### config.mk
export PLATFORM = sky130hd
export DESIGN_NAME = tpcs_top
export DESIGN_NICKNAME = d
export VERILOG_FILES = /design/src/verilog/tpcs_top.v /design/src/verilog/tpcs_prescaler.v /design/src/verilog/tpcs_clock_select.v
export VERILOG_INCLUDE_DIRS = /design/src /design/src/verilog
export SDC_FILE = /design/constraint.sdc
export NUM_CORES = 1
export LEC_CHECK = 0
export BUFFER_PORTS_ARGS = -buffer_cell sky130_fd_sc_hd__buf_4
export CAP_MARGIN = 20
export CORE_MARGIN = 3
export CORE_UTILIZATION = 47
export CTS_BUF_LIST = sky130_fd_sc_hd__clkbuf_8
export DETAILED_ROUTE_END_ITERATION = 6
export PLACE_DENSITY_LB_ADDON = 0.25
export SLEW_MARGIN = 5
export SYNTH_ARGS = -nofsm -noshare
export SYNTH_HDL_FRONTEND = slang
export SYNTH_HIERARCHICAL = 1
export SYNTH_SLANG_ARGS = --single-unit
### constraint.sdc
create_clock -name mclk -period 1.45 [get_ports mclk]
set_input_delay 0.145 -clock mclk [delete_from_list [all_inputs] [get_ports mclk]]
set_output_delay 0.145 -clock mclk [all_outputs]
set_load 0.05 [all_outputs]
### src/verilog/tpcs_map.vh
/*
 * register offsets, field positions, reset values and tap divisors for the
 * shared timer prescaler and count clock select block.
 * assumes inclusion from the plain verilog-2005 design files and the systemverilog bench.
 */
`ifndef TPCS_MAP_VH
`define TPCS_MAP_VH

// ****************************************************
// register byte offsets on the axi4-lite slave
// ****************************************************
`define TPCS_OFS_SFIO 4'h0
`define TPCS_OFS_SEL 4'h4
`define TPCS_OFS_PRESC 4'h8

// ****************************************************
// field positions and reset values
// ****************************************************
`define TPCS_PSR_BIT 0
`define TPCS_SFIO_RESET 8'h00
`define TPCS_SEL_T0_LSB 0
`define TPCS_SEL_T1_LSB 4
`define TPCS_SEL_RESET 3'h0

// ****************************************************
// clock select encodings
// ****************************************************
`define TPCS_CS_STOP 3'h0
`define TPCS_CS_DIRECT 3'h1
`define TPCS_CS_DIV8 3'h2
`define TPCS_CS_DIV64 3'h3
`define TPCS_CS_DIV256 3'h4
`define TPCS_CS_DIV1024 3'h5
`define TPCS_CS_FALL 3'h6
`define TPCS_CS_RISE 3'h7

// ****************************************************
// prescaler tap masks (count low bits all ones)
// ****************************************************
`define TPCS_TAP8 3'h7
`define TPCS_TAP64 6'h3f
`define TPCS_TAP256 8'hff
`define TPCS_TAP1024 10'h3ff

// axi response codes
`define TPCS_RESP_OKAY 2'h0
`define TPCS_RESP_SLVERR 2'h2

`endif

### src/verilog/tpcs_top.v
/*
 * shared prescaler and count clock selection for two timers, with an
 * axi4-lite register slave holding the prescaler reset bit and selects.
 * assumes a single 20 mhz mclk, asynchronous active-high reset, and
 * pin inputs already synchronous-sampled by the pin logic here.
 */
// Functional notes
// RL1 - select value 1 clocks the timer on every system clock cycle.
// RL2 - the prescaler gives taps at clock divided by 8, 64, 256 and 1024.
// RL3 - the prescaler runs freely and is shared, each timer picks its own.
// RL4 - enabling a prescaled select gives a first count in 1 to N+1 cycles.
// RL5 - a prescaler reset restarts the period for both timers.
// RL6 - the count pin is sampled every cycle and then edge detected.
// RL7 - sampling registers use the rising clock, after a latch stage; here a rising-edge flip-flop stands in for the latch.
// RL8 - select 7 counts rising pin edges, select 6 counts falling edges.
// RL9 - pin edge to counter update takes between 2.5 and 3.5 cycles.
// RL10 - the pin must be stable a cycle when external clocking is toggled.
// RL11 - each external half period must exceed one system clock cycle.
// RL12 - the external clock should stay below system clock over 2.5.
// RL13 - the external pin edges are never passed through the prescaler.
// RL14 - writing one to bit 0 resets the prescaler, then hardware clears it.
// RL15 - writing zero to bit 0 does nothing and bit 0 always reads zero.
// RL16 - select value 0 stops the count clock, the counter stays readable.
// RL17 - selects 2 to 5 pick /8 to /1024, prescaler is a 10-bit counter.
`timescale 1ns/1ns
`default_nettype none
`include "tpcs_map.vh"

module tpcs_top #(
  parameter PRESC_WIDTH = 10
)
(
  input wire mclk,
  input wire reset,
  input wire [3:0] s_axi_awaddr,
  input wire s_axi_awvalid,
  output wire s_axi_awready,
  input wire [31:0] s_axi_wdata,
  input wire [3:0] s_axi_wstrb,
  input wire s_axi_wvalid,
  output wire s_axi_wready,
  output reg [1:0] s_axi_bresp,
  output reg s_axi_bvalid,
  input wire s_axi_bready,
  input wire [3:0] s_axi_araddr,
  input wire s_axi_arvalid,
  output wire s_axi_arready,
  output reg [31:0] s_axi_rdata,
  output reg [1:0] s_axi_rresp,
  output reg s_axi_rvalid,
  input wire s_axi_rready,
  input wire external_count_pin0,
  input wire external_count_pin1,
  output wire timer0_count_clock,
  output wire timer1_count_clock
);

  // ****************************************************
  // registers
  // ****************************************************
  reg [7:0] special_function_io;
  reg [2:0] timer0_count_clock_select;
  reg [2:0] timer1_count_clock_select;
  reg aw_held;
  reg w_held;
  reg [3:0] aw_addr;
  reg [31:0] w_data;
  reg [3:0] w_strb;
  wire do_write;
  wire psr_pulse;
  wire [3:0] tap;
  wire [PRESC_WIDTH-1:0] presc_count;
  reg [31:0] next_rdata;
  reg next_rerr;

  // ****************************************************
  // write channel capture
  // ****************************************************
  // address and data are taken in either order, then one write fires
  assign s_axi_awready = ~aw_held & ~s_axi_bvalid;
  assign s_axi_wready = ~w_held & ~s_axi_bvalid;
  assign do_write = aw_held & w_held & ~s_axi_bvalid;

  always @(posedge mclk or posedge reset)
  begin
    if (reset)
    begin
      aw_held <= 1'b0;
      w_held <= 1'b0;
      aw_addr <= 4'h0;
      w_data <= 32'h0;
      w_strb <= 4'h0;
      s_axi_bvalid <= 1'b0;
      s_axi_bresp <= `TPCS_RESP_OKAY;
    end
    else
    begin
      if (s_axi_awvalid & s_axi_awready)
      begin
        aw_held <= 1'b1;
        aw_addr <= s_axi_awaddr;
      end
      if (s_axi_wvalid & s_axi_wready)
      begin
        w_held <= 1'b1;
        w_data <= s_axi_wdata;
        w_strb <= s_axi_wstrb;
      end
      if (do_write)
      begin
        aw_held <= 1'b0;
        w_held <= 1'b0;
        s_axi_bvalid <= 1'b1;
        if (aw_addr == `TPCS_OFS_SFIO || aw_addr == `TPCS_OFS_SEL)
          s_axi_bresp <= `TPCS_RESP_OKAY;
        else if (aw_addr == `TPCS_OFS_PRESC)
          s_axi_bresp <= `TPCS_RESP_OKAY;
        else
          s_axi_bresp <= `TPCS_RESP_SLVERR;
      end
      else if (s_axi_bvalid & s_axi_bready)
        s_axi_bvalid <= 1'b0;
    end
  end

  // ****************************************************
  // register writes
  // ****************************************************
  // psr bit self-clears the cycle after it was set, so it is a pulse
  always @(posedge mclk or posedge reset)
  begin
    if (reset)
    begin
      special_function_io <= `TPCS_SFIO_RESET;
      timer0_count_clock_select <= `TPCS_SEL_RESET;
      timer1_count_clock_select <= `TPCS_SEL_RESET;
    end
    else
    begin
      special_function_io[`TPCS_PSR_BIT] <= 1'b0; // RL14
      if (do_write && aw_addr == `TPCS_OFS_SFIO && w_strb[0])
      begin
        // writing zero to the reset bit leaves it clear: no effect
        special_function_io[7:1] <= w_data[7:1];
        special_function_io[`TPCS_PSR_BIT] <=
          w_data[`TPCS_PSR_BIT]; // RL14 RL15
      end
      if (do_write && aw_addr == `TPCS_OFS_SEL && w_strb[0])
      begin
        timer0_count_clock_select <= w_data[`TPCS_SEL_T0_LSB +: 3];
        timer1_count_clock_select <= w_data[`TPCS_SEL_T1_LSB +: 3];
      end
    end
  end

  assign psr_pulse = special_function_io[`TPCS_PSR_BIT]; // RL14

  // ****************************************************
  // read channel
  // ****************************************************
  assign s_axi_arready = ~s_axi_rvalid;

  // reset bit reads zero whatever its internal state
  always @*
  begin
    next_rdata = 32'h0;
    next_rerr = 1'b0;
    if (s_axi_araddr == `TPCS_OFS_SFIO)
      next_rdata[7:0] = {special_function_io[7:1], 1'b0}; // RL15
    else if (s_axi_araddr == `TPCS_OFS_SEL)
    begin
      next_rdata[`TPCS_SEL_T0_LSB +: 3] = timer0_count_clock_select;
      next_rdata[`TPCS_SEL_T1_LSB +: 3] = timer1_count_clock_select;
    end
    else if (s_axi_araddr == `TPCS_OFS_PRESC)
      next_rdata[PRESC_WIDTH-1:0] = presc_count;
    else
      next_rerr = 1'b1;
  end

  always @(posedge mclk or posedge reset)
  begin
    if (reset)
    begin
      s_axi_rvalid <= 1'b0;
      s_axi_rdata <= 32'h0;
      s_axi_rresp <= `TPCS_RESP_OKAY;
    end
    else if (s_axi_arvalid & s_axi_arready)
    begin
      s_axi_rvalid <= 1'b1;
      s_axi_rdata <= next_rdata;
      s_axi_rresp <= next_rerr ? `TPCS_RESP_SLVERR : `TPCS_RESP_OKAY;
    end
    else if (s_axi_rvalid & s_axi_rready)
      s_axi_rvalid <= 1'b0;
  end

  // ****************************************************
  // prescaler and per-timer selection
  // ****************************************************
  // one shared prescaler; both selectors see the same taps
  tpcs_prescaler #(
    .WIDTH(PRESC_WIDTH)
  ) u_presc (
    .mclk(mclk),
    .reset(reset),
    .clear(psr_pulse), // RL5
    .tap(tap),
    .count(presc_count)
  );

  tpcs_clock_select u_sel0 (
    .mclk(mclk),
    .reset(reset),
    .count_clock_select(timer0_count_clock_select),
    .tap(tap),
    .external_count_pin(external_count_pin0),
    .timer_count_clock(timer0_count_clock)
  );

  tpcs_clock_select u_sel1 (
    .mclk(mclk),
    .reset(reset),
    .count_clock_select(timer1_count_clock_select),
    .tap(tap),
    .external_count_pin(external_count_pin1),
    .timer_count_clock(timer1_count_clock)
  );

endmodule
`default_nettype wire

### src/verilog/tpcs_prescaler.v
/*
 * free-running 10-bit prescaler shared by both timers, giving one-cycle
 * tap pulses at /8, /64, /256 and /1024.
 * assumes one clock mclk and a synchronous clear from the register file.
 */
`timescale 1ns/1ns
`default_nettype none
`include "tpcs_map.vh"

module tpcs_prescaler #(
  parameter WIDTH = 10
)
(
  input wire mclk,
  input wire reset,
  input wire clear,
  output wire [3:0] tap,
  output wire [WIDTH-1:0] count
);

  reg [WIDTH-1:0] presc;

  // counter runs whatever either timer selects; clear restarts all taps
  always @(posedge mclk or posedge reset)
  begin
    if (reset)
      presc <= {WIDTH{1'b0}};
    else if (clear)
      presc <= {WIDTH{1'b0}}; // RL5
    else
      presc <= presc + 1'b1; // RL3
  end

  // a tap fires in the cycle the low bits roll over, so each timer sees
  // its first count 1..N+1 cycles after selecting the tap
  assign tap[0] = (presc[2:0] == `TPCS_TAP8); // RL2
  assign tap[1] = (presc[5:0] == `TPCS_TAP64); // RL2
  assign tap[2] = (presc[7:0] == `TPCS_TAP256); // RL2
  assign tap[3] = (presc[9:0] == `TPCS_TAP1024); // RL2
  assign count = presc;

endmodule
`default_nettype wire

### src/verilog/tpcs_clock_select.v
/*
 * per-timer count clock select: stop, direct, four taps, or external pin
 * edges through a synchroniser and edge detector.
 * assumes the pin level is synchronous-sampled against mclk.
 */
`timescale 1ns/1ns
`default_nettype none
`include "tpcs_map.vh"

module tpcs_clock_select (
  input wire mclk,
  input wire reset,
  input wire [2:0] count_clock_select,
  input wire [3:0] tap,
  input wire external_count_pin,
  output reg timer_count_clock
);

  reg sync_a;
  reg sync_b;
  reg edge_prev;
  reg next_clock;

  // ****************************************************
  // pin sampling
  // ****************************************************
  // the first stage stands in for the transparent-high latch; only
  // sync_b reads it, so metastability never reaches the edge detector
  always @(posedge mclk or posedge reset)
  begin
    if (reset)
    begin
      sync_a <= 1'b0;
      sync_b <= 1'b0;
      edge_prev <= 1'b0;
    end
    else
    begin
      sync_a <= external_count_pin; // RL6 RL7
      sync_b <= sync_a; // RL7
      edge_prev <= sync_b; // RL6
    end
  end

  // ****************************************************
  // source mux
  // ****************************************************
  // external edges bypass the taps entirely
  always @*
  begin
    case (count_clock_select)
      `TPCS_CS_STOP: next_clock = 1'b0; // RL16
      `TPCS_CS_DIRECT: next_clock = 1'b1; // RL1
      `TPCS_CS_DIV8: next_clock = tap[0]; // RL17
      `TPCS_CS_DIV64: next_clock = tap[1]; // RL17
      `TPCS_CS_DIV256: next_clock = tap[2]; // RL17
      `TPCS_CS_DIV1024: next_clock = tap[3]; // RL4
      `TPCS_CS_FALL: next_clock = edge_prev & ~sync_b; // RL8 RL13
      default: next_clock = sync_b & ~edge_prev; // RL8 RL13
    endcase
  end

  // registered pulse: pin edge to count enable lands 3 edges later (RL9)
  always @(posedge mclk or posedge reset)
  begin
    if (reset)
      timer_count_clock <= 1'b0;
    else
      timer_count_clock <= next_clock; // RL9
  end

endmodule
`default_nettype wire

After elaboration in Yosys (flattened, before gate mapping)
Cells that the tools add are included.
{"block": "op_classes", "multipliers": 0, "bitwise_logic": 21, "mux": 25, "magnitude_cmp": 0, "shifts": 0, "n_eq_ne": 20, "div": 0, "reduce_logical": 13, "addsub": 1}
{"op": "3-bit equality test, second input constant", "n": 7}
{"op": "10-bit two-way mux", "n": 2}
{"op": "1-bit one-hot mux with 7 select lines", "n": 2}
{"op": "1-bit bitwise AND", "n": 13}
{"op": "1-bit two-way mux", "n": 13}
{"op": "3-bit by 2-bit equality test with 1-bit output, second input constant", "n": 4}
{"op": "10-bit by 1-bit adder with 10-bit output, second input constant", "n": 1}
{"op": "10-bit equality test, second input constant", "n": 1}
{"op": "3-bit two-way mux", "n": 3}
{"op": "4-bit by 3-bit equality test with 1-bit output, second input constant", "n": 2}
{"op": "4-bit equality test, second input constant", "n": 2}
{"op": "8-bit equality test, second input constant", "n": 1}
{"op": "4-bit logical NOT", "n": 2}
{"op": "2-bit two-way mux", "n": 4}
{"op": "8-bit two-way mux", "n": 1}
{"op": "1-bit inverter", "n": 8}
{"op": "2-bit nonzero test", "n": 4}
{"op": "3-bit by 1-bit equality test with 1-bit output, second input constant", "n": 2}
{"op": "6-bit equality test, second input constant", "n": 1}
{"op": "3-bit logical NOT", "n": 2}
{"op": "1-bit logical AND", "n": 4}
{"op": "1-bit logical OR", "n": 1}
{"block": "totals", "rom_bits": 0, "mem_count": 0, "wordCells": 103, "out_inout_bits": 43, "ramBits": 0, "register_bits": 63, "latchBits": 0}

Depth between registers and ports, before layout
Gate-level depths: netlist (run 1).
{"block": "logic_depth", "ltp_word": 5, "depth_mapped": 5}

Modules after synthesis
Netlist (run 1), hierarchy kept.
{"mod": "tpcs_top", "seq_area_each_um2": 1076.0, "n_inst": 1, "area_per_inst_um2": 2033.2, "cells_per_inst": 177}
{"mod": "tpcs_prescaler", "seq_area_each_um2": 250.2, "n_inst": 1, "area_per_inst_um2": 490.5, "cells_per_inst": 50}
{"mod": "tpcs_clock_select", "seq_area_each_um2": 100.1, "n_inst": 2, "area_per_inst_um2": 166.4, "cells_per_inst": 15}

Least setup slack after synthesis (run 1)
No wires, ideal clock.
{"block": "synth_timing", "kind": "register -> register", "from": "reg s_axi_bvalid", "to": "reg w_data[0]", "path_buffers": 1, "setup_slack_ns": -0.772, "synth_period_minus_slack_ns": 2.222, "t_arrival_ns": 2.097, "t_required_ns": 1.325, "stages_incl_launch_ff": 5, "cell_sequence": "dfrtp_1 -> nor2_1 -> and2_1 -> buf_2 -> mux2_2"}
{"block": "synth_via", "elab_chain_len": 3}
{"item": "from (decl)", "line": "tpcs_top.v:43", "text": "output reg s_axi_bvalid,"}
{"item": "from (signal assigned)", "line": "tpcs_top.v:93", "text": "s_axi_bvalid <= 1'b0;"}
{"item": "from (signal assigned)", "line": "tpcs_top.v:113", "text": "s_axi_bvalid <= 1'b1;"}
{"item": "from (signal assigned)", "line": "tpcs_top.v:122", "text": "s_axi_bvalid <= 1'b0;"}
{"item": "1-bit inverter", "line": "tpcs_top.v:81", "text": "assign s_axi_wready = ~w_held & ~s_axi_bvalid;"}
{"item": "1-bit bitwise AND", "line": "tpcs_top.v:81"}
{"item": "via s_axi_wready", "line": "tpcs_top.v:41", "text": "output wire s_axi_wready,"}
{"item": "1-bit bitwise AND", "line": "tpcs_top.v:103", "text": "if (s_axi_wvalid & s_axi_wready)"}
{"item": "to (signal assigned)", "line": "tpcs_top.v:106", "text": "w_data <= s_axi_wdata;"}
{"item": "to (decl)", "line": "tpcs_top.v:67", "text": "reg [31:0] w_data;"}
The timed path passes the listed nets, and every way through them passes these cells.
A chain may end at the register's enable or synchronous reset.

Final worst setup path (run 1)
{"block": "layout_timing", "from": "reg aw_addr[3]", "to": "reg special_function_io[4]"}
{"block": "layout_via", "elab_chain_len": 3}
{"item": "from (decl)", "line": "tpcs_top.v:66", "text": "reg [3:0] aw_addr;"}
{"item": "from (signal assigned)", "line": "tpcs_top.v:101", "text": "aw_addr <= s_axi_awaddr;"}
{"item": "4-bit logical NOT (no line)"}
{"item": "1-bit logical AND (no line)"}
{"item": "1-bit logical AND", "line": "tpcs_top.v:141", "text": "if (do_write && aw_addr == `TPCS_OFS_SFIO && w_strb[0])"}
{"item": "to (signal assigned)", "line": "tpcs_top.v:134", "text": "special_function_io <= `TPCS_SFIO_RESET;"}
{"item": "to (signal assigned)", "line": "tpcs_top.v:144", "text": "special_function_io[7:1] <= w_data[7:1];"}
{"item": "to (signal, indexed assignment)", "line": "tpcs_top.v:145", "text": "special_function_io[`TPCS_PSR_BIT] <="}
{"item": "to (decl)", "line": "tpcs_top.v:61", "text": "reg [7:0] special_function_io;"}
No other way between the ends.

==> flow_summary.json, run 1 <==
{
  "outcome": "complete, but fails checks",
  "failed_checks": "setup timing",
  "nets": 387,
  "min_from": "s_axi_awaddr[3]",
  "placed_cell_area_sq_um": 3360,
  "critPathMaxStageDelay_ns": 0.41,
  "cts_root_buffer": "clkbuf_8",
  "syn_avg_cell_area_sq_um": 11.1,
  "grt_setup_unrepaired": "yes",
  "reg2regPathDepth": 4,
  "hpwlAfterDp_um": 4260,
  "netlist.area_leader.share": 0.534,
  "hp-class": "in2reg",
  "synth_area_leader_cell": "dfrtp_1",
  "skew_ns": 0.0103,
  "wl_per_cell_um": 15.0,
  "place_congestion": 0.777,
  "max_freq_mhz": 636,
  "initial_core_util": 0.500,
  "diodes": 0,
  "end_kind": "flop",
  "period_minus_slack_ns": 1.57,
  "drive_above_1_share": 0.421,
  "seq_area_frac_synth": 0.534,
  "tritoncts": "built",
  "die_area_sq_um": 7050,
  "r2r-start": "aw_addr[3]",
  "stdcell_area_sq_um": 3860,
  "p_leak_nw": 1.83,
  "crit_buf_inv": 1,
  "synth-seq-cells": 61,
  "num_vias": 2076,
  "powerDensity_nw_per_um2": 1930,
  "critPathKind": "reg2reg",
  "rows": 27,
  "cts_buffer_depth": 2,
  "ios": 96,
  "timing.final.ws_setup_ns": -0.123,
  "critPathSlowestCell": "dfrtp_1",
  "grt_overflow": 0,
  "crit_arrival_ns": 1.79,
  "synth_flop_cell": "dfrtp_1",
  "ant_nets": 0,
  "firstDrtPassIters": 4,
  "clkTransAtPathRegs_ns": 0.07,
  "finalPower_mw": 7.45,
  "ys_warn_count": 6,
  "vias_per_cell": 5.08,
  "hold_viol": 0,
  "area_growth_pct": 35.3,
  "drt_iter0_markers": 122,
  "grt_use_total": 0.181,
  "r2r_slack_ns": -0.12,
  "setup_viol": 9,
  "grt_pass1_wl_um": 10000,
  "die_w_um": 84.0,
  "grt_max_degree": 44,
  "synth_area_sq_um": 2860,
  "irDropWorstVdd_mv": 1.46,
  "path_cells": "nor4b_4 -> nor3b_4 -> buf_6 -> mux2_4",
  "final_core_util": 0.677,
  "required_ns": 1.67,
  "cp_max_fo": 3,
  "worst_skew_pair.late_latency_ns": 0.34,
  "yosys-top-cells-area": "dfrtp_1, mux2_2, buf_4",
  "ys_top_cells_by_count": "dfrtp_1, mux2_2, buf_4",
  "critPathTopFamily": "simple AND/OR/NAND/NOR gates",
  "numPortBuffers": 44,
  "synth.most_common_cell": "dfrtp_1",
  "drc": 0,
  "start_kind": "flop",
  "core_sq_um": 5710,
  "clock_sinks": 61,
  "routed_wl_um": 6120,
  "synthArstFlopShare": 1.00,
  "cap_viol_max_count": 0,
  "startpoint": "aw_addr[3]",
  "syn_inst": 257,
  "die_y_um": 84.0,
  "htree_levels": 3,
  "finalMaxSlewViolations": 0,
  "fillerInstances": 440,
  "grt_pass1_vias": 2042,
  "min_delay_path_depth": 2,
  "worstHoldEndpoint": "aw_addr[3]",
  "rr_endpoint": "special_function_io[4]",
  "antenna_found_initial": 0,
  "fin_crit_sh": 1.08,
  "ys_types": 40,
  "numCtsBuffers": 9,
  "synth_edf_count": 0
}
-- worst max-delay path by stage --
stage                             end  cells past startpoint
2_1_floorplan  special_function_io[1]                      3
3_3_place_gp   special_function_io[3]                      4
3_5_place_dp   special_function_io[4]                      4
4_1_cts        special_function_io[6]                      4
5_1_grt        special_function_io[3]                      4
6_report       special_function_io[4]                      4
-- per-stage QoR --
| step | TNS (ns) | hold WS (ns) | setup WS, ns | std cells |
|---|---|---|---|---|
| 3_5_place_dp | -1.29 | 0.0705 | -0.146 | 384 |
| 6_report | -0.855 | 0.0372 | -0.123 | 409 |
| 4_1_cts | -0.953 | 0.0135 | -0.134 | 407 |
| 2_1_floorplan | -4.07 | -0.0889 | -0.236 | 280 |
| 3_3_place_gp | -0.872 | 0.0664 | -0.0946 | 384 |
| 5_1_grt | -1.70 | 0.0169 | -0.220 | 409 |
-- power by group --
group / leakage (nW) / internal [mW] / switching (mW)
clock: 0.121 / 1.05 / 0.647
combinational: 0.945 / 1.43 / 1.48
sequential: 0.769 / 2.27 / 0.570
-- cell usage in the layout (no fill, tap or decap), drive strengths merged, types with 4 or more instances in the layout --
cell type / count
a21oi: 6
clkbuf: 11
nand3: 8
nand2: 16
nor2: 17
o21ai: 18
inv: 17
o31ai: 5
conb: 24
dfrtp: 61
mux2: 28
nor3: 4
dlygate4sd3: 5
buf: 67
a32o: 5
nor2b: 6
-- metal layers --
metal  up-vias  part of all wire  GRT usage
met1      1001              0.42      0.230
met2        75              0.50      0.291
li1        991                 -          -
met4         0             0.017     0.0819
met5         -                 0          0
met3         9             0.061     0.0464
-- registers in the layout (all words and copies together), names as in the netlist, 3 cells and up --
register                   flops
s_axi_rdata                   10
w_data                         8
special_function_io            8
u_presc/count                 10
timer0_count_clock_select      3
timer1_count_clock_select      3
aw_addr                        4
-- layout make-up --
type / instances / area (sq um) / area share
Sequential cell: 61 / 1530 / 0.397
Multi-Input combinational cell: 172 / 1360 / 0.352
Inverter: 16 / 60.1 / 0.0155
Clock buffer: 11 / 151 / 0.0392
Clock inverter: 5 / 73.8 / 0.0191
Tap cell: 72 / 90.1 / 0.0233
Timing Repair Buffer: 72 / 596 / 0.154
-- timing repair --
| item | in CTS | in global routing |
|---|---|---|
| endpoints found under the hold margin | 65 | 0 |
| setup buffers | 2 | 3 |
| hold buffers | 5 | 0 |
| pin swaps | 7 | 9 |
| gates resized for setup | 19 | 25 |
| gates cloned | 1 | 0 |
| endpoints found under the setup margin | 25 | 28 |
-- kinds of logic (layout without fill, tap and decap cells) --
kind of cell / count (synthesis) / after routing / synth area share
XOR/XNOR: 2 / 2 / 0.00613
buffers and inverters: 48 / 104 / 0.0955
adder cells (fa/ha/maj): 2 / 2 / 0.00876
AO/OA/AOI/OAI: 44 / 44 / 0.102
flip-flops: 61 / 61 / 0.534
multiplexers: 30 / 30 / 0.117
AND/OR/NAND/NOR: 69 / 70 / 0.134
other: 1 / 24 / 0.00131
-- worst register-to-register path, stage by stage (launching register included) --
cell,delay [ns]
dfrtp_1,0.41
nor4b_4,0.30
nor3b_4,0.29
buf_6,0.16
mux2_4,0.30
Power figures use the tool's default switching activity.
==> run 2: changes to the inputs <==
--- a/config.mk
+++ b/config.mk
@@ -6,10 +6,13 @@
 export SDC_FILE = /design/constraint.sdc
 export NUM_CORES = 1
 export LEC_CHECK = 0
+export ABC_AREA = 1
 export BUFFER_PORTS_ARGS = -buffer_cell sky130_fd_sc_hd__buf_4
 export CAP_MARGIN = 20
-export CORE_MARGIN = 3
-export CORE_UTILIZATION = 47
+export CELL_PAD_IN_SITES_DETAIL_PLACEMENT = 0
+export CELL_PAD_IN_SITES_GLOBAL_PLACEMENT = 2
+export CORE_MARGIN = 5
+export CORE_UTILIZATION = 27
 export CTS_BUF_LIST = sky130_fd_sc_hd__clkbuf_8
 export DETAILED_ROUTE_END_ITERATION = 6
 export PLACE_DENSITY_LB_ADDON = 0.25
==> flow_summary.json, run 2 <==
{
  "timing.final.ws_setup_ns": 0.136,
  "drive_above_1_share": 0.243,
  "grtUsageMet1": 0.153,
  "irDropWorstVdd_mv": 1.12,
  "skew_ns": 0.00811,
  "seq_area_frac_synth": 0.498,
  "synth_area_leader_cell": "dfrtp_1",
  "critPathKind": "reg2out",
  "synth-seq-cells": 61,
  "grt_pass1_vias": 2292,
  "hp-class": "in2reg",
  "cts_buffer_depth": 2,
  "vias_per_cell": 4.06,
  "met2_usage": 0.152,
  "crit_buf_inv": 1,
  "finalMaxSlewViolations": 0,
  "diodes": 0,
  "path_cells": "nor2_4 -> buf_4",
  "crit_arrival_ns": 1.17,
  "netlist.area_leader.share": 0.498,
  "htree_levels": 3,
  "place_congestion": 0.693,
  "drt_iter0_markers": 79,
  "die_w_um": 117,
  "tns_ns": 0,
  "fillerInstances": 1218,
  "required_ns": 1.31,
  "synth_edf_count": 0,
  "grt_use_total": 0.107,
  "period_minus_slack_ns": 1.31,
  "antenna_found_initial": 0,
  "yosys-top-cells-area": "dfrtp_1, nand2_1, buf_4",
  "ant_nets": 0,
  "hpwlAfterDp_um": 5010,
  "die_y_um": 117,
  "drc": 0,
  "grt_pass1_wl_um": 11300,
  "grt_setup_unrepaired": "no",
  "start_kind": "flop",
  "ys_types": 28,
  "clkTransAtPathRegs_ns": 0.06,
  "critPathSlowestCell": "dfrtp_2",
  "ys_warn_count": 6,
  "top_usage_layer": "met1",
  "synth.most_common_cell": "nand2_1",
  "instances_no_fill": 571,
  "max_freq_mhz": 761,
  "cts_root_buffer": "clkbuf_8",
  "num_vias": 2318,
  "final_core_util": 0.334,
  "grt_overflow": 0,
  "tritoncts": "built",
  "nets": 479,
  "cp_max_fo": 5,
  "powerDensity_nw_per_um2": 1630,
  "numPortBuffers": 44,
  "setup_viol": 0,
  "hold_ws_ns": 0.0584,
  "outcome": "finished, final reports clean",
  "dpl_worst_slack_ns": 0.0191,
  "clock_sinks": 61,
  "firstDrtPassIters": 6,
  "critPathMaxStageDelay_ns": 0.46,
  "syn_avg_cell_area_sq_um": 8.40,
  "syn_inst": 365,
  "initial_core_util": 0.272,
  "ios": 96,
  "final_cell_mix": "nand2_1, dfrtp_1, buf_4",
  "place_inst": 551,
  "cap_viol_max_count": 0,
  "p_leak_nw": 2.02,
  "hold_viol": 0,
  "use_met3": 0.0352,
  "layout_commonest_cell": "nand2_1",
  "end_kind": "primary output",
  "routed_wl_um": 6740,
  "rows": 39,
  "numCtsBuffers": 9,
  "core_sq_um": 11300,
  "wl_per_cell_um": 11.8,
  "worst_skew_pair.late_latency_ns": 0.33,
  "synth_area_sq_um": 3070,
  "area_growth_pct": 22.9,
  "die_area_sq_um": 13600,
  "critPathTopFamily": "flip-flops",
  "synth_flop_cell": "dfrtp_1",
  "synthArstFlopShare": 1.00,
  "fin_crit_sh": 0.906,
  "grt_max_degree": 44,
  "ys_top_cells_by_count": "nand2_1, dfrtp_1, inv_1"
}
run 2: cell count changes after synthesis, sizes merged, moves of 9 or more:
cell,change
nand2,+86
inv,+30
mux2,-28
nor2,+26
nand3,+25
nand4,+9
run 2: kinds of logic (layout without fill, tap and decap cells):
| logic type | Yosys count | in the layout | synth area share |
|---|---|---|---|
| buf+inv | 79 | 119 | 0.136 |
| fa+ha+maj | 2 | 2 | 0.00816 |
| xor+xnor | 2 | 2 | 0.00572 |
| simple gates | 189 | 189 | 0.286 |
| other cells | 1 | 24 | 0.00122 |
| compound gates | 31 | 31 | 0.0657 |
| flops | 61 | 61 | 0.498 |
run 2: repair_timing:
action                                 in CTS  in global routing
endpoints found under the hold margin      65                  0
setup endpoints to repair                   1                  2
setup buffers                               0                  0
hold buffers                                5                  0
resized for setup                           1                  4
run 2: final cells by class:
type | count | area, sq um | share of cell area
inverters | 46 | 173 | 0.0458
flip-flops and latches | 61 | 1530 | 0.406
repair buffers | 58 | 460 | 0.122
multi-input cells | 248 | 1250 | 0.332
clock buffers | 12 | 165 | 0.0438
clock inverters | 3 | 12.5 | 0.00332
well taps | 143 | 179 | 0.0475
run 2: per-layer routing:
| layer | share of wire | vias up |
|---|---|---|
| li1 | - | 1215 |
| met1 | 0.50 | 1042 |
| met2 | 0.43 | 56 |
| met3 | 0.058 | 5 |
| met4 | 0.013 | 0 |
| met5 | 0 | - |
run 2: worst reg2reg max path, delay by kind of cell (launching register included):
family                     cells  cell delay, ns
and+or+nand+nor                6            0.37
adders and majority gates      1            0.19
buffers and inverters          3            0.23
DFF                            1            0.42
run 2: worst paths after layout:
path                             startpoint                       end  slack [ns]  cells after the start
max                            s_axi_bvalid              s_axi_wready        0.14                      2
min                          s_axi_wdata[4]                 w_data[4]        0.06                      3
max reg2reg                u_presc/count[1]  u_sel0/timer_count_clock        0.14                     10
min reg2reg                   u_sel0/sync_a             u_sel0/sync_b        0.35                      0
max in group asynchronous             reset              s_axi_bvalid        0.74                      4
min in group asynchronous             reset  u_sel0/timer_count_clock        0.29                      3
run 2: power by group:
group	leakage (nW)	internal, mW	switching, mW
clock	0.101	0.736	0.620
sequential	0.767	2.18	0.434
combinational	1.15	0.724	1.45
total	2.02	3.64	2.51
run 2: metrics by stage:
stage,area (sq um),total power [mW]
2_1_floorplan,3170,4.23
4_1_cts,3740,6.24
3_5_place_dp,3510,4.81
5_1_grt,3770,6.67
3_3_place_gp,3510,4.79
6_report,3770,6.14
